**config.mk**
```make
export PLATFORM = sky130hd
export DESIGN_NAME = ccs_top
export DESIGN_NICKNAME = d
export VERILOG_FILES = /design/src/hw/ccs_top.v
export VERILOG_INCLUDE_DIRS = /design/src /design/src/hw
export SDC_FILE = /design/constraint.sdc
export NUM_CORES = 1
export LEC_CHECK = 0
export BUFFER_PORTS_ARGS = -buffer_cell sky130_fd_sc_hd__buf_4
export CORE_UTILIZATION = 61
export CTS_BUF_LIST = sky130_fd_sc_hd__clkbuf_4 sky130_fd_sc_hd__clkbuf_8 sky130_fd_sc_hd__clkbuf_16
export CTS_CLUSTER_SIZE = 14
export DETAILED_ROUTE_END_ITERATION = 16
export GPL_ROUTABILITY_DRIVEN = 0
export PLACE_DENSITY = 0.8
export SYNTH_ARGS = -nofsm -noshare
export SYNTH_HDL_FRONTEND = slang
export SYNTH_SLANG_ARGS = --single-unit
```
**constraint.sdc**
```tcl
create_clock -name clk_i -period 5.42 [get_ports clk_i]
set_input_delay 0.813 -clock clk_i [delete_from_list [all_inputs] [get_ports clk_i]]
set_output_delay 0.813 -clock clk_i [all_outputs]
set_load 0.005 [all_outputs]
```
**src/hw/ccs_regs.vh**
```
`ifndef CCS_REGS_VH
`define CCS_REGS_VH

`define CCS_CLK_HZ        25000000
`define CCS_CYC_PER_MS    (`CCS_CLK_HZ / 1000)
`define CCS_CYC_PER_US    (`CCS_CLK_HZ / 1000000)

`define CCS_WIN_US        1000
`define CCS_BLINK_MS      250
`define CCS_PEER_TO_MS    10
`define CCS_SWITCH_MS     50

`define CCS_OFS_CTRL      8'h00
`define CCS_OFS_THR_LO    8'h04
`define CCS_OFS_THR_HI    8'h08
`define CCS_OFS_STATUS    8'h0C
`define CCS_OFS_SUPPLY    8'h10
`define CCS_OFS_TRACK     8'h14
`define CCS_OFS_DCC       8'h18

`define CCS_CTRL_RST      32'h0000_1000
`define CCS_THR_LO_RST    32'h9C40_A410
`define CCS_THR_HI_RST    32'hE290_D6D8
`define CCS_B_BOOTDONE    0
`define CCS_B_WRITING     1
`define CCS_B_DBWR        2
`define CCS_B_TWOCOL      3
`define CCS_B_FSTBY       4
`define CCS_F_PRI         10:8
`define CCS_F_SEC         14:12

`define CCS_NREF          6
`define CCS_REF_INT       3'h7
`define CCS_EXP_EDGES     8'h08
`define CCS_EDGE_TOL      8'h01
`define CCS_TRACK_SHIFT   4
`define CCS_DCC_MAX       7'h54

`define CCS_COL_OFF       3'h0
`define CCS_COL_GREEN     3'h1
`define CCS_COL_AMBER     3'h2
`define CCS_COL_RED       3'h4
`define CCS_ROLE_OFF      2'h0
`define CCS_ROLE_GREEN    2'h1
`define CCS_ROLE_AMBER    2'h2

`endif

```
**src/hw/ccs_top.v**
```verilog
// Our own choices: the Wishbone interface to the registers and the register addresses.
`include "ccs_regs.vh"

// Contract
// - supply A green between low and high
// - supply A amber in the outer bands
// - supply A red beyond extreme thresholds
// - supply B decoded like supply A
// - two-colour variant: green inside extremes, else red
// - fault indicator steady on during reset
// - fault indicator flashes while booting or writing
// - role indicator green active, amber standby
// - role indicator blinks during database writes
// - monitor frequency of all timing inputs
// - pick recovered, building, or internal reference
// - any input may be primary or secondary
// - slow tracking loop, holdover on loss
// - alarm when either supply out of range
// - switch-over to protect card under 50 ms
// - terminate up to 84 channels
module ccs_top #(
    parameter WIN_CYC     = `CCS_WIN_US * `CCS_CYC_PER_US,
    parameter BLINK_CYC   = `CCS_BLINK_MS * `CCS_CYC_PER_MS,
    parameter PEER_TO_CYC = `CCS_PEER_TO_MS * `CCS_CYC_PER_MS
) (
    input  wire                 clk_i,
    input  wire                 rst_i,
    input  wire                 wb_cyc_i,
    input  wire                 wb_stb_i,
    input  wire                 wb_we_i,
    input  wire [7:0]           wb_adr_i,
    input  wire [3:0]           wb_sel_i,
    input  wire [31:0]          wb_dat_i,
    output reg  [31:0]          wb_dat_o,
    output reg                  wb_ack_o,
    input  wire [15:0]          supply_a_mv_i,
    input  wire [15:0]          supply_b_mv_i,
    input  wire [`CCS_NREF-1:0] ref_clk_i,
    input  wire                 peer_heartbeat_i,
    input  wire                 peer_active_i,
    input  wire                 slot_preferred_i,
    input  wire                 craft_dtr_i,
    output reg  [2:0]           supply_a_indicator_o,
    output reg  [2:0]           supply_b_indicator_o,
    output reg                  fault_indicator_o,
    output reg  [1:0]           role_indicator_o,
    output reg                  supply_alarm_o,
    output reg  [2:0]           ref_sel_o,
    output reg                  holdover_o,
    output reg                  role_active_o,
    output reg                  heartbeat_o,
    output reg                  craft_en_o,
    output reg  [6:0]           dcc_chan_count_o
);

    function [2:0] ccs_colour;
        input [15:0] v;
        input [15:0] lo;
        input [15:0] hi;
        input [15:0] elo;
        input [15:0] ehi;
        input        two;
        begin
            if (v > ehi || v < elo)
                ccs_colour = `CCS_COL_RED;
            else if (two)
                ccs_colour = `CCS_COL_GREEN;
            else if (v >= lo && v <= hi)
                ccs_colour = `CCS_COL_GREEN;
            else
                ccs_colour = `CCS_COL_AMBER;
        end
    endfunction

    function ccs_ref_ok;
        input [2:0]           idx;
        input [`CCS_NREF-1:0] ok;
        begin
            ccs_ref_ok = (idx < `CCS_NREF) ? ok[idx] : 1'b0;
        end
    endfunction

    function [31:0] ccs_merge;
        input [31:0] old;
        input [31:0] nw;
        input [3:0]  sel;
        integer      k;
        begin
            ccs_merge = old;
            for (k = 0; k < 4; k = k + 1)
                if (sel[k])
                    ccs_merge[k*8 +: 8] = nw[k*8 +: 8];
        end
    endfunction

    reg  [31:0] ctrl_q;
    reg  [31:0] thr_lo_q;
    reg  [31:0] thr_hi_q;
    reg  [6:0]  dcc_q;
    reg  [31:0] rdata_d;
    wire        wb_req = wb_cyc_i & wb_stb_i & ~wb_ack_o;
    wire        wb_wr  = wb_req & wb_we_i;

    // register file
    always @(posedge clk_i) begin
        if (rst_i) begin
            ctrl_q   <= `CCS_CTRL_RST;
            thr_lo_q <= `CCS_THR_LO_RST;
            thr_hi_q <= `CCS_THR_HI_RST;
            dcc_q    <= 7'h00;
        end else if (wb_wr) begin
            case (wb_adr_i)
                `CCS_OFS_CTRL:   ctrl_q   <= ccs_merge(ctrl_q, wb_dat_i, wb_sel_i);
                `CCS_OFS_THR_LO: thr_lo_q <= ccs_merge(thr_lo_q, wb_dat_i, wb_sel_i);
                `CCS_OFS_THR_HI: thr_hi_q <= ccs_merge(thr_hi_q, wb_dat_i, wb_sel_i);
                `CCS_OFS_DCC: begin
                    if (wb_sel_i[0])
                        dcc_q <= (wb_dat_i[6:0] > `CCS_DCC_MAX) ?
                                 `CCS_DCC_MAX : wb_dat_i[6:0];
                end
                default: ;
            endcase
        end
    end

    wire [15:0] lo_thr  = thr_lo_q[15:0];
    wire [15:0] elo_thr = thr_lo_q[31:16];
    wire [15:0] hi_thr  = thr_hi_q[15:0];
    wire [15:0] ehi_thr = thr_hi_q[31:16];
    wire        two_col = ctrl_q[`CCS_B_TWOCOL];

    // shared window tick
    reg  [31:0] win_cnt_q;
    wire        win_end = (win_cnt_q == WIN_CYC - 1);
    always @(posedge clk_i) begin
        if (rst_i || win_end)
            win_cnt_q <= 32'h0000_0000;
        else
            win_cnt_q <= win_cnt_q + 32'h0000_0001;
    end

    // per-reference edge counting
    wire [`CCS_NREF-1:0] ref_ok_q;
    wire [8*`CCS_NREF-1:0] ref_meas;
    genvar g;
    generate
        for (g = 0; g < `CCS_NREF; g = g + 1) begin : g_ref
            reg [2:0] sh_q;
            reg [7:0] cnt_q;
            reg [7:0] last_q;
            reg       ok_q;
            wire      rise = sh_q[1] & ~sh_q[2];
            always @(posedge clk_i) begin
                if (rst_i) begin
                    sh_q        <= 3'h0;
                    cnt_q       <= 8'h00;
                    last_q      <= 8'h00;
                    ok_q        <= 1'b0;
                end else begin
                    sh_q <= {sh_q[1:0], ref_clk_i[g]};
                    if (win_end) begin
                        last_q      <= cnt_q;
                        ok_q        <= (cnt_q >= `CCS_EXP_EDGES - `CCS_EDGE_TOL) &&
                                       (cnt_q <= `CCS_EXP_EDGES + `CCS_EDGE_TOL);
                        cnt_q       <= 8'h00;
                    end else if (rise && cnt_q != 8'hFF)
                        cnt_q <= cnt_q + 8'h01;
                end
            end
            assign ref_meas[8*g +: 8] = last_q;
            assign ref_ok_q[g]        = ok_q;
        end
    endgenerate

    // reference choice and tracking loop
    wire [2:0] pri_sel = ctrl_q[`CCS_F_PRI];
    wire [2:0] sec_sel = ctrl_q[`CCS_F_SEC];
    wire       pri_ok  = ccs_ref_ok(pri_sel, ref_ok_q);
    wire       sec_ok  = ccs_ref_ok(sec_sel, ref_ok_q);
    reg  [15:0] track_q;
    reg         locked_q;
    reg  [7:0]  sel_meas;
    reg  [16:0] trk_diff;
    always @* begin
        sel_meas = 8'h00;
        if (ref_sel_o < `CCS_NREF)
            sel_meas = ref_meas[8*ref_sel_o +: 8];
        trk_diff = {1'b0, sel_meas, 8'h00} - {1'b0, track_q};
    end

    always @(posedge clk_i) begin
        if (rst_i) begin
            ref_sel_o  <= `CCS_REF_INT;
            holdover_o <= 1'b0;
            locked_q   <= 1'b0;
            track_q    <= {`CCS_EXP_EDGES, 8'h00};
        end else if (win_end) begin
            if (pri_ok) begin
                ref_sel_o  <= pri_sel;
                holdover_o <= 1'b0;
                locked_q   <= 1'b1;
            end else if (sec_ok) begin
                ref_sel_o  <= sec_sel;
                holdover_o <= 1'b0;
                locked_q   <= 1'b1;
            end else begin
                ref_sel_o  <= `CCS_REF_INT;
                holdover_o <= locked_q | holdover_o;
            end
            // frozen in holdover so the last learned rate is kept
            if (ref_sel_o != `CCS_REF_INT && ccs_ref_ok(ref_sel_o, ref_ok_q))
                track_q <= track_q + {{`CCS_TRACK_SHIFT{trk_diff[16]}},
                           trk_diff[15:`CCS_TRACK_SHIFT]};
        end
    end

    // blink timebase
    reg [31:0] blink_cnt_q;
    reg        blink_q;
    always @(posedge clk_i) begin
        if (rst_i) begin
            blink_cnt_q <= 32'h0000_0000;
            blink_q     <= 1'b1;
        end else if (blink_cnt_q == BLINK_CYC - 1) begin
            blink_cnt_q <= 32'h0000_0000;
            blink_q     <= ~blink_q;
        end else
            blink_cnt_q <= blink_cnt_q + 32'h0000_0001;
    end

    // peer supervision, pins synchronised first
    reg  [2:0]  hb_sh_q;
    reg  [1:0]  pact_sh_q;
    reg  [1:0]  pref_sh_q;
    reg  [1:0]  dtr_sh_q;
    reg  [31:0] peer_to_q;
    wire        peer_lost = (peer_to_q == PEER_TO_CYC - 1);
    wire        hb_edge   = hb_sh_q[1] ^ hb_sh_q[2];
    always @(posedge clk_i) begin
        if (rst_i) begin
            hb_sh_q   <= 3'h0;
            pact_sh_q <= 2'h0;
            pref_sh_q <= 2'h0;
            dtr_sh_q  <= 2'h0;
            peer_to_q <= 32'h0000_0000;
        end else begin
            hb_sh_q   <= {hb_sh_q[1:0], peer_heartbeat_i};
            pact_sh_q <= {pact_sh_q[0], peer_active_i};
            pref_sh_q <= {pref_sh_q[0], slot_preferred_i};
            dtr_sh_q  <= {dtr_sh_q[0], craft_dtr_i};
            if (hb_edge)
                peer_to_q <= 32'h0000_0000;
            else if (!peer_lost)
                peer_to_q <= peer_to_q + 32'h0000_0001;
        end
    end

    // role: timeout well below the switch budget
    always @(posedge clk_i) begin
        if (rst_i) begin
            role_active_o <= 1'b0;
            heartbeat_o   <= 1'b0;
        end else begin
            if (win_end)
                heartbeat_o <= ~heartbeat_o;
            if (ctrl_q[`CCS_B_FSTBY])
                role_active_o <= 1'b0;
            else if (peer_lost)
                role_active_o <= 1'b1;
            else if (pact_sh_q[1] && role_active_o && !pref_sh_q[1])
                role_active_o <= 1'b0;
            else if (!pact_sh_q[1] && pref_sh_q[1])
                role_active_o <= 1'b1;
        end
    end

    // indicators and alarm
    wire [2:0] col_a = ccs_colour(supply_a_mv_i, lo_thr, hi_thr,
                                  elo_thr, ehi_thr, two_col);
    wire [2:0] col_b = ccs_colour(supply_b_mv_i, lo_thr, hi_thr,
                                  elo_thr, ehi_thr, two_col);
    wire       flash = ~ctrl_q[`CCS_B_BOOTDONE] | ctrl_q[`CCS_B_WRITING];
    wire [1:0] role_col = role_active_o ? `CCS_ROLE_GREEN : `CCS_ROLE_AMBER;
    always @(posedge clk_i) begin
        if (rst_i) begin
            supply_a_indicator_o <= `CCS_COL_OFF;
            supply_b_indicator_o <= `CCS_COL_OFF;
            fault_indicator_o    <= 1'b1;
            role_indicator_o     <= `CCS_ROLE_OFF;
            supply_alarm_o       <= 1'b0;
            craft_en_o           <= 1'b0;
            dcc_chan_count_o     <= 7'h00;
        end else begin
            supply_a_indicator_o <= col_a;
            supply_b_indicator_o <= col_b;
            supply_alarm_o       <= (col_a == `CCS_COL_RED) |
                                    (col_b == `CCS_COL_RED);
            fault_indicator_o    <= flash & blink_q;
            if (ctrl_q[`CCS_B_DBWR])
                role_indicator_o <= blink_q ? role_col : `CCS_ROLE_OFF;
            else
                role_indicator_o <= role_col;
            craft_en_o           <= dtr_sh_q[1];
            dcc_chan_count_o     <= dcc_q;
        end
    end

    // read mux, unmapped offsets read zero
    always @* begin
        rdata_d = 32'h0000_0000;
        case (wb_adr_i)
            `CCS_OFS_CTRL:   rdata_d = ctrl_q;
            `CCS_OFS_THR_LO: rdata_d = thr_lo_q;
            `CCS_OFS_THR_HI: rdata_d = thr_hi_q;
            `CCS_OFS_STATUS: rdata_d = {8'h00, craft_en_o, ~peer_lost, ref_ok_q,
                                        1'b0, ref_sel_o, 1'b0, holdover_o,
                                        role_active_o, supply_alarm_o,
                                        1'b0, supply_b_indicator_o,
                                        1'b0, supply_a_indicator_o};
            `CCS_OFS_SUPPLY: rdata_d = {supply_b_mv_i, supply_a_mv_i};
            `CCS_OFS_TRACK:  rdata_d = {16'h0000, track_q};
            `CCS_OFS_DCC:    rdata_d = {25'h0000000, dcc_q};
            default:         rdata_d = 32'h0000_0000;
        endcase
    end

    always @(posedge clk_i) begin
        if (rst_i) begin
            wb_ack_o <= 1'b0;
            wb_dat_o <= 32'h0000_0000;
        end else begin
            wb_ack_o <= wb_req;
            if (wb_req)
                wb_dat_o <= rdata_d;
        end
    end

endmodule // ccs_top

```
Word-level counts from Yosys, hierarchy flattened
Cells that the tools add are included.
- register bits after elaboration: 403
- output and inout port bits: 57
- add/sub/neg operators: 11
- $lt $le $gt $ge: 27
- eq/ne operators: 18
- shift operators: 1
- mux-type cells: 30
- bitwise logic cells: 25
- reduce and logical (&&, ||, !) cells: 45
- operator list (kind ; number):
    one-hot mux 32 bit (7 select lines) ; 1
    adder 32 x 1 -> 32 bit (second input constant) ; 3
    adder 8 x 1 -> 8 bit (second input constant) ; 6
    >= comparator 8 x 3 -> 1 bit (second input constant) ; 6
    <= comparator 8 x 4 -> 1 bit (second input constant) ; 6
    != test 8 bit (second input constant) ; 6
    indexed part select 48 x 7 -> 8 bit ; 1
    AND reduction 3 bit ; 13
    equality test 32 x 15 -> 1 bit (second input constant) ; 1
    equality test 32 x 18 -> 1 bit (second input constant) ; 1
    equality test 32 x 23 -> 1 bit (second input constant) ; 1
    >= comparator 16 bit ; 2
    > comparator 16 bit ; 2
    <= comparator 16 bit ; 2
    less-than comparator 16 bit ; 2
    equality test 8 x 5 -> 1 bit (second input constant) ; 3
    logical AND 1 bit ; 18
    subtractor 16 x 16 -> 17 bit ; 1
    adder 16 bit ; 1
    equality test 8 x 4 -> 1 bit (second input constant) ; 2
    2-to-1 mux 2 bit ; 7
    2-to-1 mux 1 bit ; 13
    less-than comparator 3 x 4 -> 1 bit (second input constant) ; 3
    2-to-1 mux 3 bit ; 4
    19 further kinds ; 52

Longest topological paths before layout
Gate-level depths: netlist of the first run.
- depth in word-level cells: 7
- mapped depth: 21
- gate-level depth less buffers: 20

Worst setup path after synthesis of the first run
No wires, ideal clock.
- path kind: reg-to-reg
- start: register ref_sel_o[0]
- end: register track_q[15]
- data arrival time: 4.284 ns
- data required time: 5.350 ns
- setup slack: 1.066 ns
- stages on the path, launching flop included: 22
- clock period less this slack: 4.354 ns
- cell sequence: dfxtp_1 > buf_2 > clkbuf_1 > mux2i_1 > o22ai_1 > ha_1 > a31oi_1 > o21bai_1 > a21oi_1 > a21oi_1 > a21o_1 > a21oi_1 > xnor2_1 > ha_1 > nand2_1 > o21ai_0 > a21o_1 > a21o_2 > a41oi_1 > xor2_1 > or3_1 > a21oi_1
- cells in the longest elaborated chain, start to end: 5
- RTL lines (what ; line ; text):
    start: declaration ; ccs_top.v:48 ; output reg [2:0] ref_sel_o,
    start signal: assignment ; ccs_top.v:193 ; ref_sel_o <= `CCS_REF_INT;
    start signal: assignment ; ccs_top.v:199 ; ref_sel_o <= pri_sel;
    start signal: assignment ; ccs_top.v:203 ; ref_sel_o <= sec_sel;
    branches (longest 5 deep; another with subtractor 16 x 16 -> 17 bit) ; n/a ;
    end signal: assignment ; ccs_top.v:196 ; track_q <= {`CCS_EXP_EDGES, 8'h00};
    end signal: assignment ; ccs_top.v:212 ; track_q <= track_q + {{`CCS_TRACK_SHIFT{trk_diff[16]}},
    end: declaration ; ccs_top.v:180 ; reg [15:0] track_q;
Several ways; the timed one is not identified. The select of a mux whose other input is x is not followed.
A chain may end at the register's enable or synchronous reset.

Worst setup path in the final report of the first run
Same ends and word-level chain as after synthesis.

==> results.rst, run 1 <==
.. list-table::
   :header-rows: 1

   * - Metric
     - Value
   * - Worst Skew
     - 0.0181 ns
   * - Maximum fanout count along the critical path
     - 8
   * - Registers with the most flip-flops
     - g_ref.cnt_q: 48 flops, g_ref.last_q: 48 flops
   * - Wirelength, routed
     - 60400 um
   * - Final-layout fill cell count
     - 2693
   * - Critical path buffers and inverters
     - 1
   * - Cell at the root of the clock tree
     - sky130_fd_sc_hd__clkbuf_16
   * - First-pass GRT wire length
     - 95600 um
   * - Clock transition at the registers of the reported paths
     - 0.06 ns
   * - Flop and latch count out of synthesis
     - 403
   * - Port Buf Inserts
     - 147
   * - Tightest Pin Transition
     - 1.13 ns
   * - Remaining DRCs
     - 0
   * - Placed Cells incl. Taps
     - 3044
   * - Count of routing violations after the opening detailed-route iteration
     - 1892
   * - Delay of the slowest critical-path stage
     - 0.62 ns
   * - Leakage power summed over all cells
     - 9.63 nW
   * - Power per standard cell area
     - 259 nW/um^2
   * - Clock sinks
     - 403
   * - Gr usage total
     - 33.4%
   * - Effective utilization at floorplan
     - 62.5%
   * - Antenna Nets Post-Route
     - 0
   * - Pin count of the biggest net entering global routing
     - 122
   * - Vias
     - 19.3k
   * - Half-perimeter wire length of the detailed placement result
     - 43800 um
   * - Top-Level Pins
     - 148
   * - Worst Path Required
     - 5.90 ns
   * - Share of synthesized flip-flops with an asynchronous set or reset
     - 0%
   * - Minimum period implied by the final worst setup slack
     - 4.73 ns
   * - Overall die area
     - 35400 sq um
   * - Average instance area after synthesis
     - 8.29 sq um
   * - Most frequent cell on the critical path
     - sky130_fd_sc_hd__a21oi_1
   * - Inserted Clock Buffers
     - 42
   * - Die Wd
     - 188 um
   * - Worst Setup End Kind
     - flop
   * - Sort of element at the start of the critical path
     - flop
   * - Post-synth EDFFs
     - 0
   * - Layout Area Growth over Synthesis
     - 12.8%
   * - Clock tree from TritonCTS
     - done
   * - Initial antenna violation count
     - 1
   * - Max-cap check violation count
     - 0
   * - Total negative slack for setup checks
     - 0 ns
   * - Cell area after synthesis
     - 21200 sq um
   * - Routed vias/inst
     - 6.17
   * - Status
     - finished clean
   * - Rel. slew slack
     - 24.7%
   * - Family with the most delay on the worst path
     - compound AO/OA/AOI/OAI gates
   * - Insertion delay to the later sink of the worst-skew pair
     - 0.56 ns
   * - Most frequently used flop master after synthesis
     - sky130_fd_sc_hd__dfxtp_1
   * - Post-cts hold buffer count
     - 0
   * - Syn. warnings
     - 0
   * - Type of the most critical hold path
     - reg2reg
   * - Number of distinct library cell variants in the gate-level netlist after synthesis
     - 72
   * - Clock tree buffer depth
     - 3
   * - Sequential cell area fraction in the yosys report
     - 38.1%
   * - Series of cell instances along the critical path
     - mux4_2 > inv_1 > o22ai_1 > ha_1 > a21oi_1 > a21boi_0 > a31oi_4 > a31oi_4 > ha_1 > a21oi_1 > o21ai_0 > a21o_1 > a21o_2 > a41oi_1 > xor2_1 > or3_1 > a21oi_1
   * - Worst VDD drop
     - 0.000277 V
   * - Net count after synthesis
     - 2817
   * - Final number of setup-violating endpoints
     - 0
   * - Vias in the first global route
     - 18.3k
   * - Buffers inserted by post-CTS timing repair
     - 0
   * - Final cycle utilization of the critical path
     - 87.3%
   * - Number of H-tree levels
     - 2
   * - Vertical die dimension
     - 188 um
   * - Number of search-and-repair iterations in the first detailed-routing pass
     - 7
   * - Least setup slack across all paths after layout
     - 0.690 ns
   * - Ratio of cells with drive above 1 in the final layout
     - 10.5%
   * - Total count of hold-check failures in the final report
     - 0
   * - Most common library cell in the layout ignoring fill and taps
     - sky130_fd_sc_hd__dfxtp_1
   * - Post-placement setup slack
     - 0.707 ns
   * - Count of cells resized by post-cts repair
     - 0
   * - Cell with the largest stage delay on the worst path
     - sky130_fd_sc_hd__dfxtp_1
   * - Final Max Slew Viols
     - 0
   * - Number of rows created at floorplan
     - 67
   * - Most used cells in the layout excluding fill and tap cells
     - 403 x sky130_fd_sc_hd__dfxtp_1, 330 x sky130_fd_sc_hd__nand2_1, 298 x sky130_fd_sc_hd__nor2_1
   * - Cell count after synthesis
     - 2552
   * - Area of the core region
     - 33900 sq um
   * - GRT overflow
     - 0
   * - Non-filler cells, final
     - 3122
   * - Worst setup path category
     - reg2reg
   * - # nets final
     - 2905
   * - RSZ-0062 raised after global routing
     - false
   * - Fmax achieved
     - 211 MHz
   * - Detail-routed net length per standard cell
     - 19.4 um
   * - Arr. time, crit path
     - 5.21 ns
[stage by stage]
stage                     total power, W  cell area (sq um)  hold WS, ns  util (%)
after floorplan                  0.00325              21200        0.410         -
after global placement           0.00340              22500        0.417      66.4
after detailed placement         0.00341              22500        0.425      66.4
after CTS                        0.00620              23900        0.439      70.5
after global routing             0.00637              23900        0.454      70.5
final                            0.00618              23900        0.435      70.5
[cells by family after synthesis]
| group | after synthesis | share of synthesized area, % |
|---|---|---|
| compound gates | 521 | 15.3 |
| xor+xnor | 133 | 5.50 |
| fa+ha+maj | 175 | 10.3 |
| buf+inv | 239 | 4.43 |
| flops | 403 | 38.1 |
| mux | 64 | 3.68 |
| simple gates | 1017 | 22.6 |
[synth_stat cells, drive strengths merged, types with 29 or more instances]
master	instances	area [sq um]
inv	118	443
dfxtp	403	8070
or3	30	188
xor2	80	701
nor4	31	221
mux2i	52	521
a22oi	47	353
nand2	330	1240
nor2b	53	334
o21ai	90	450
nor2	298	1120
xnor2	53	464
and3	29	184
ha	174	2180
a21o	41	310
a21oi	219	1100
nor3	29	155
clkbuf	97	375
nand3	75	375
nand4	62	400
[power by group]
group | total [W] | switching (W) | leakage [nW] | internal [W]
combinational | 0.000359 | 0.000220 | 5.69 | 0.000138
sequential | 0.00300 | 0.0000172 | 3.26 | 0.00298
clock | 0.00283 | 0.00123 | 0.684 | 0.00160
[cell type report]
cell class | count | area, sq um | share of cell area, %
repair buffers | 165 | 1240 | 5.22
diodes | 1 | 2.50 | 0.0105
clock inverters | 21 | 141 | 0.592
multi-input cells | 1910 | 12200 | 51.1
well taps | 448 | 561 | 2.35
clock buffers | 56 | 1220 | 5.13
inverters | 118 | 443 | 1.86
flip-flops and latches | 403 | 8070 | 33.8
[layer usage]
metal	track usage, %	vias to the layer above	share of wire [%]
li1	-	9128	-
met1	42.3	9007	41
met2	54.5	913	46
met3	5.83	218	8.6
met4	17.1	0	4.9
met5	0	-	0
[path summary, 6_finish.rpt]
kind / start / end / depth (start not counted) / slack [ns]
hold reg to reg: g_ref[3].sh_q[0]$_SDFF_PP0_ / g_ref[3].sh_q[1]$_SDFF_PP0_ / 1 / 0.44
setup / recovery: ref_sel_o[0]$_SDFFE_PP1P_ / track_q[15]$_SDFFE_PP0P_ / 17 / 0.69
hold / removal: g_ref[3].sh_q[0]$_SDFF_PP0_ / g_ref[3].sh_q[1]$_SDFF_PP0_ / 1 / 0.44
setup reg to reg: ref_sel_o[0]$_SDFFE_PP1P_ / track_q[15]$_SDFFE_PP0P_ / 17 / 0.69
(Power assumes the default switching activity.)
==> run 2: changes to the inputs <==
Settings changed: ABC_AREA from default to 1.
==> run 2 against run 1 <==
- routed wire length up 4.2%
- global-route usage rose by 1.1 points
- fmax rose by 13%
- flip-flop and latch count unchanged
- clock skew rose by 0.015 ns
- synthesized cell count rose by 16%
- critical endpoint unchanged
- largest cell class unchanged
==> results.rst, run 2 <==
.. list-table::
   :header-rows: 1

   * - Metric
     - Value
   * - Worst Path Required
     - 5.86 ns (was 5.90 ns)
   * - # nets final
     - 3344 (was 2905)
   * - Worst VDD drop
     - 0.000333 V (was 0.000277 V)
   * - Insertion delay to the later sink of the worst-skew pair
     - 0.59 ns (was 0.56 ns)
   * - Remaining DRCs
     - 0 (unchanged)
   * - Minimum period implied by the final worst setup slack
     - 4.19 ns (was 4.73 ns)
   * - Dominant cell type by area after synthesis
     - sky130_fd_sc_hd__dfxtp_1 (unchanged)
   * - Flop and latch count out of synthesis
     - 403 (unchanged)
   * - Number of distinct library cell variants in the gate-level netlist after synthesis
     - 52 (was 72)
   * - Die Wd
     - 190 um (was 188 um)
   * - Half-perimeter wire length of the detailed placement result
     - 46800 um (was 43800 um)
   * - Top-Level Pins
     - 148 (unchanged)
   * - Overall die area
     - 36300 sq um (was 35400 sq um)
   * - First-pass GRT wire length
     - 100000 um (was 95600 um)
   * - Overall power of the completed layout
     - 0.00652 W (was 0.00618 W)
   * - Routed vias/inst
     - 5.92 (was 6.17)
   * - Net count after synthesis
     - 3225 (was 2817)
   * - Share of Yosys cell area claimed by the top area cell type
     - 37.2% (was 38.1%)
   * - R2R setup slack
     - 1.23 ns (was 0.69 ns)
   * - Post-cts hold buffer count
     - 0 (unchanged)
   * - Final number of setup-violating endpoints
     - 0 (unchanged)
   * - Number of H-tree levels
     - 2 (unchanged)
   * - Average instance area after synthesis
     - 7.32 sq um (was 8.29 sq um)
   * - Initial antenna violation count
     - 0 (was 1)
   * - Cell at the root of the clock tree
     - sky130_fd_sc_hd__clkbuf_16 (unchanged)
   * - Clock transition at the registers of the reported paths
     - 0.06 ns (about the same)
   * - Sequential fraction of design power
     - 46.1% (was 48.5%)
   * - Pin count of the biggest net entering global routing
     - 67 (was 122)
   * - Power per standard cell area
     - 265 nW/um^2 (was 259 nW/um^2)
   * - Area after DPL
     - 23000 sq um (was 22500 sq um)
   * - Share of synthesized flip-flops with an asynchronous set or reset
     - 0% (unchanged)
   * - Least setup slack across all paths after layout
     - 1.23 ns (was 0.690 ns)
   * - Leakage power summed over all cells
     - 10.1 nW (was 9.63 nW)
   * - Critical path buffers and inverters
     - 1 (unchanged)
   * - Area of the core region
     - 34700 sq um (was 33900 sq um)
   * - Worst Skew
     - 0.0329 ns (was 0.0181 ns)
   * - Registers with the most flip-flops
     - g_ref.cnt_q: 48 flops, g_ref.last_q: 48 flops (unchanged)
   * - Port Buf Inserts
     - 147 (unchanged)
   * - Sequential cell area
     - 8070 sq um (unchanged)
   * - Total count of hold-check failures in the final report
     - 0 (unchanged)
   * - Most numerous cell types in the synthesized netlist
     - 500 x sky130_fd_sc_hd__nand2_1, 409 x sky130_fd_sc_hd__inv_1, 403 x sky130_fd_sc_hd__dfxtp_1 (was 403 x sky130_fd_sc_hd__dfxtp_1, 330 x sky130_fd_sc_hd__nand2_1, 298 x sky130_fd_sc_hd__nor2_1)
   * - Tightest Pin Transition
     - 1.28 ns (was 1.13 ns)
   * - Antenna Nets Post-Route
     - 0 (unchanged)
   * - Arr. time, crit path
     - 4.63 ns (was 5.21 ns)
   * - Number of rows created at floorplan
     - 68 (was 67)
   * - Cell area after synthesis
     - 21700 sq um (was 21200 sq um)
   * - CP Capture Point
     - track_q[15]$_SDFFE_PP0P_ (unchanged)
   * - Reported net switching power
     - 0.00151 W (was 0.00146 W)
   * - Most frequently used flop master after synthesis
     - sky130_fd_sc_hd__dfxtp_1 (unchanged)
   * - Family with the most delay on the worst path
     - compound AO/OA/AOI/OAI gates (unchanged)
   * - Final non-filler cell area
     - 24600 sq um (was 23900 sq um)
   * - Cell with the largest stage delay on the worst path
     - sky130_fd_sc_hd__dfxtp_1 (unchanged)
   * - Syn. warnings
     - 0 (unchanged)
   * - Maximum fanout count along the critical path
     - 40 (was 8)
   * - Vias in the first global route
     - 19.6k (was 18.3k)
   * - Number of search-and-repair iterations in the first detailed-routing pass
     - 8 (was 7)
   * - Synth area leaders
     - sky130_fd_sc_hd__dfxtp_1 37%, sky130_fd_sc_hd__ha_1 10%, sky130_fd_sc_hd__nand2_1 8.7%, sky130_fd_sc_hd__a21oi_1 7.2%, sky130_fd_sc_hd__inv_1 7.1% (was sky130_fd_sc_hd__dfxtp_1 38%, sky130_fd_sc_hd__ha_1 10%, sky130_fd_sc_hd__nand2_1 5.9%, sky130_fd_sc_hd__nor2_1 5.3%, sky130_fd_sc_hd__a21oi_1 5.2%)
   * - Sequential cell area fraction in the yosys report
     - 37.2% (was 38.1%)
   * - Final Max Slew Viols
     - 0 (unchanged)
   * - Layout Area Growth over Synthesis
     - 13.4% (was 12.8%)
   * - Most used cells in the layout excluding fill and tap cells
     - 500 x sky130_fd_sc_hd__nand2_1, 408 x sky130_fd_sc_hd__inv_1, 403 x sky130_fd_sc_hd__dfxtp_1 (was 403 x sky130_fd_sc_hd__dfxtp_1, 330 x sky130_fd_sc_hd__nand2_1, 298 x sky130_fd_sc_hd__nor2_1)
   * - Buffers inserted by post-CTS timing repair
     - 0 (unchanged)
   * - Most common library cell in the layout ignoring fill and taps
     - sky130_fd_sc_hd__nand2_1 (was sky130_fd_sc_hd__dfxtp_1)
   * - Sort of element at the start of the critical path
     - flop (unchanged)
   * - Wirelength, routed
     - 63000 um (was 60400 um)
   * - Inserted Clock Buffers
     - 43 (was 42)
   * - Reg2Reg Depth
     - 20 (was 17)
   * - Cell count after synthesis
     - 2960 (was 2552)
   * - Ratio of cells with drive above 1 in the final layout
     - 10.4% (was 10.5%)
   * - Total negative slack for setup checks
     - 0 ns (unchanged)
   * - Most frequent cell on the critical path
     - sky130_fd_sc_hd__nand2_1 (was sky130_fd_sc_hd__a21oi_1)
   * - Series of cell instances along the critical path
     - buf_4 > o211ai_1 > o21ai_0 > ha_1 > a21oi_1 > o21ai_0 > nand3_1 > nand2_1 > a31oi_1 > xor2_1 > ha_1 > nand2_1 > o21a_1 > nor2_1 > a211oi_1 > nand2_1 > nand2_1 > nand2_1 > nand2_1 > a21oi_1 (was mux4_2 > inv_1 > o22ai_1 > ha_1 > a21oi_1 > a21boi_0 > a31oi_4 > a31oi_4 > ha_1 > a21oi_1 > o21ai_0 > a21o_1 > a21o_2 > a41oi_1 > xor2_1 > or3_1 > a21oi_1)
   * - Sw Share
     - 23.2% (was 23.7%)
   * - Gr usage total
     - 34.5% (was 33.4%)
   * - Effective utilization at floorplan
     - 62.4% (was 62.5%)
   * - Count of routing violations after the opening detailed-route iteration
     - 2248 (was 1892)
   * - Detail-routed net length per standard cell
     - 17.6 um (was 19.4 um)
   * - Combined area of the multi-input logic cells
     - 11700 sq um (was 12200 sq um)
   * - Post-synth EDFFs
     - 0 (unchanged)
   * - Final-layout fill cell count
     - 2827 (was 2693)
   * - Rel. slew slack
     - 14.4% (was 24.7%)
   * - Count of cells resized by post-cts repair
     - 0 (unchanged)
   * - Type of the most critical hold path
     - reg2reg (unchanged)
   * - Critical path depth in cells
     - 20 (was 17)
   * - N_diodes
     - 0 (was 1)
   * - Fraction of power consumed by combinational cells
     - 5.3% (was 5.8%)
   * - Worst setup path startpoint
     - ref_sel_o[0]$_SDFFE_PP1P_ (unchanged)
   * - Status
     - finished clean (unchanged)
   * - Final hold slack
     - 0.404 ns (was 0.435 ns)
   * - Worst setup path category
     - reg2reg (unchanged)
   * - Fmax achieved
     - 239 MHz (was 211 MHz)
   * - Share of power burned in the clock network
     - 48.6% (was 45.7%)
   * - Clock tree buffer depth
     - 3 (unchanged)
   * - Reg-to-Reg End
     - track_q[15]$_SDFFE_PP0P_ (unchanged)
   * - Max-cap check violation count
     - 0 (unchanged)
   * - Worst Setup End Kind
     - flop (unchanged)
   * - Int Power
     - 0.00500 W (was 0.00472 W)
   * - Worst r2r src
     - ref_sel_o[0]$_SDFFE_PP1P_ (unchanged)
   * - Clock sinks
     - 403 (unchanged)
   * - Vias
     - 21.1k (was 19.3k)
   * - Post-placement setup slack
     - 1.36 ns (was 0.707 ns)
   * - GRT overflow
     - 0 (unchanged)
   * - Delay of the slowest critical-path stage
     - 0.59 ns (was 0.62 ns)
   * - Vertical die dimension
     - 190 um (was 188 um)
   * - Cell with the most instances after synthesis
     - sky130_fd_sc_hd__nand2_1 (was sky130_fd_sc_hd__dfxtp_1)
   * - Clock tree from TritonCTS
     - done (unchanged)
   * - Final cycle utilization of the critical path
     - 77.3% (was 87.3%)
   * - RSZ-0062 raised after global routing
     - false (unchanged)
run 2: cell count changes after synthesis, moves of 52 or more:
cell / before / now
sky130_fd_sc_hd__o21ai_0: 90 / 270
sky130_fd_sc_hd__nor2b_1: 52 / 0
sky130_fd_sc_hd__mux2i_1: 52 / 0
sky130_fd_sc_hd__a21oi_1: 219 / 312
sky130_fd_sc_hd__inv_1: 118 / 409
sky130_fd_sc_hd__nand2_1: 330 / 500
run 2: worst min-delay path by stage:
| stage | cells past startpoint | startpoint | slack (ns) | endpoint |
|---|---|---|---|---|
| after floorplan | 2 | dtr_sh_q[1]$_SDFF_PP0_ | 0.39 | craft_en_o$_SDFF_PP0_ |
| after global placement | 2 | g_ref[4].sh_q[0]$_SDFF_PP0_ | 0.39 | g_ref[4].sh_q[1]$_SDFF_PP0_ |
| after detailed placement | 2 | g_ref[4].sh_q[0]$_SDFF_PP0_ | 0.39 | g_ref[4].sh_q[1]$_SDFF_PP0_ |
| after CTS | 2 | g_ref[1].sh_q[0]$_SDFF_PP0_ | 0.41 | g_ref[1].sh_q[1]$_SDFF_PP0_ |
| after global routing | 2 | g_ref[4].sh_q[0]$_SDFF_PP0_ | 0.41 | g_ref[4].sh_q[1]$_SDFF_PP0_ |
| final | 2 | g_ref[0].sh_q[0]$_SDFF_PP0_ | 0.40 | g_ref[0].sh_q[1]$_SDFF_PP0_ |
run 2: layout make-up:
cell class	count	share of cell area [%]
clock buffer	57	4.98
clock inverter	22	1.21
inverter	419	6.40
multi-input combinational	2054	47.4
sequential	403	32.8
tap	455	2.32
timing repair buffer	158	4.83
run 2: worst register-to-register path, delay by kind of cell, from the launching register on:
| kind | cells | cell delay, ns |
|---|---|---|
| AOI/OAI and AO/OA | 8 | 1.51 |
| adders and majority gates | 2 | 0.65 |
| and+or+nand+nor | 8 | 0.65 |
| DFF | 1 | 0.59 |
| buffers and inverters | 1 | 0.42 |
| xor gates and xnor gates | 1 | 0.24 |
run 2: per-layer routing:
metal | global-route usage, % | up-vias | part of all wire (%)
li1 | - | 10200 | -
met1 | 44.4 | 9684 | 41
met2 | 54.9 | 1026 | 44
met3 | 7.07 | 208 | 9.8
met4 | 16.9 | 0 | 4.8
met5 | 0 | - | 0
run 2: cells by family (layout without fill, tap and decap cells):
group	Yosys count	after routing	share of synthesized area (%)
and+or+nand+nor	1075	1075	22.1
AOI/OAI and AO/OA	766	766	20.1
buffers and inverters	503	656	8.96
DFF	403	403	37.2
adders and majority gates	174	174	10.1
xor gates and xnor gates	39	39	1.58
run 2: stage by stage:
stage	std cells	utilization [%]
after detailed placement	3489	66.4
after global placement	3489	66.4
final	3568	70.8
after global routing	3568	70.8
after CTS	3568	70.8
after floorplan	2960	-
run 2: power groups by stage:
stage               Combinational, W  Clock, W  Sequential, W
floorplan                   0.000185         0        0.00306
global placement            0.000321         0        0.00307
detailed placement          0.000335         0        0.00307
CTS                         0.000337   0.00319        0.00300
global route                0.000381   0.00332        0.00300
finish                      0.000344   0.00317        0.00300
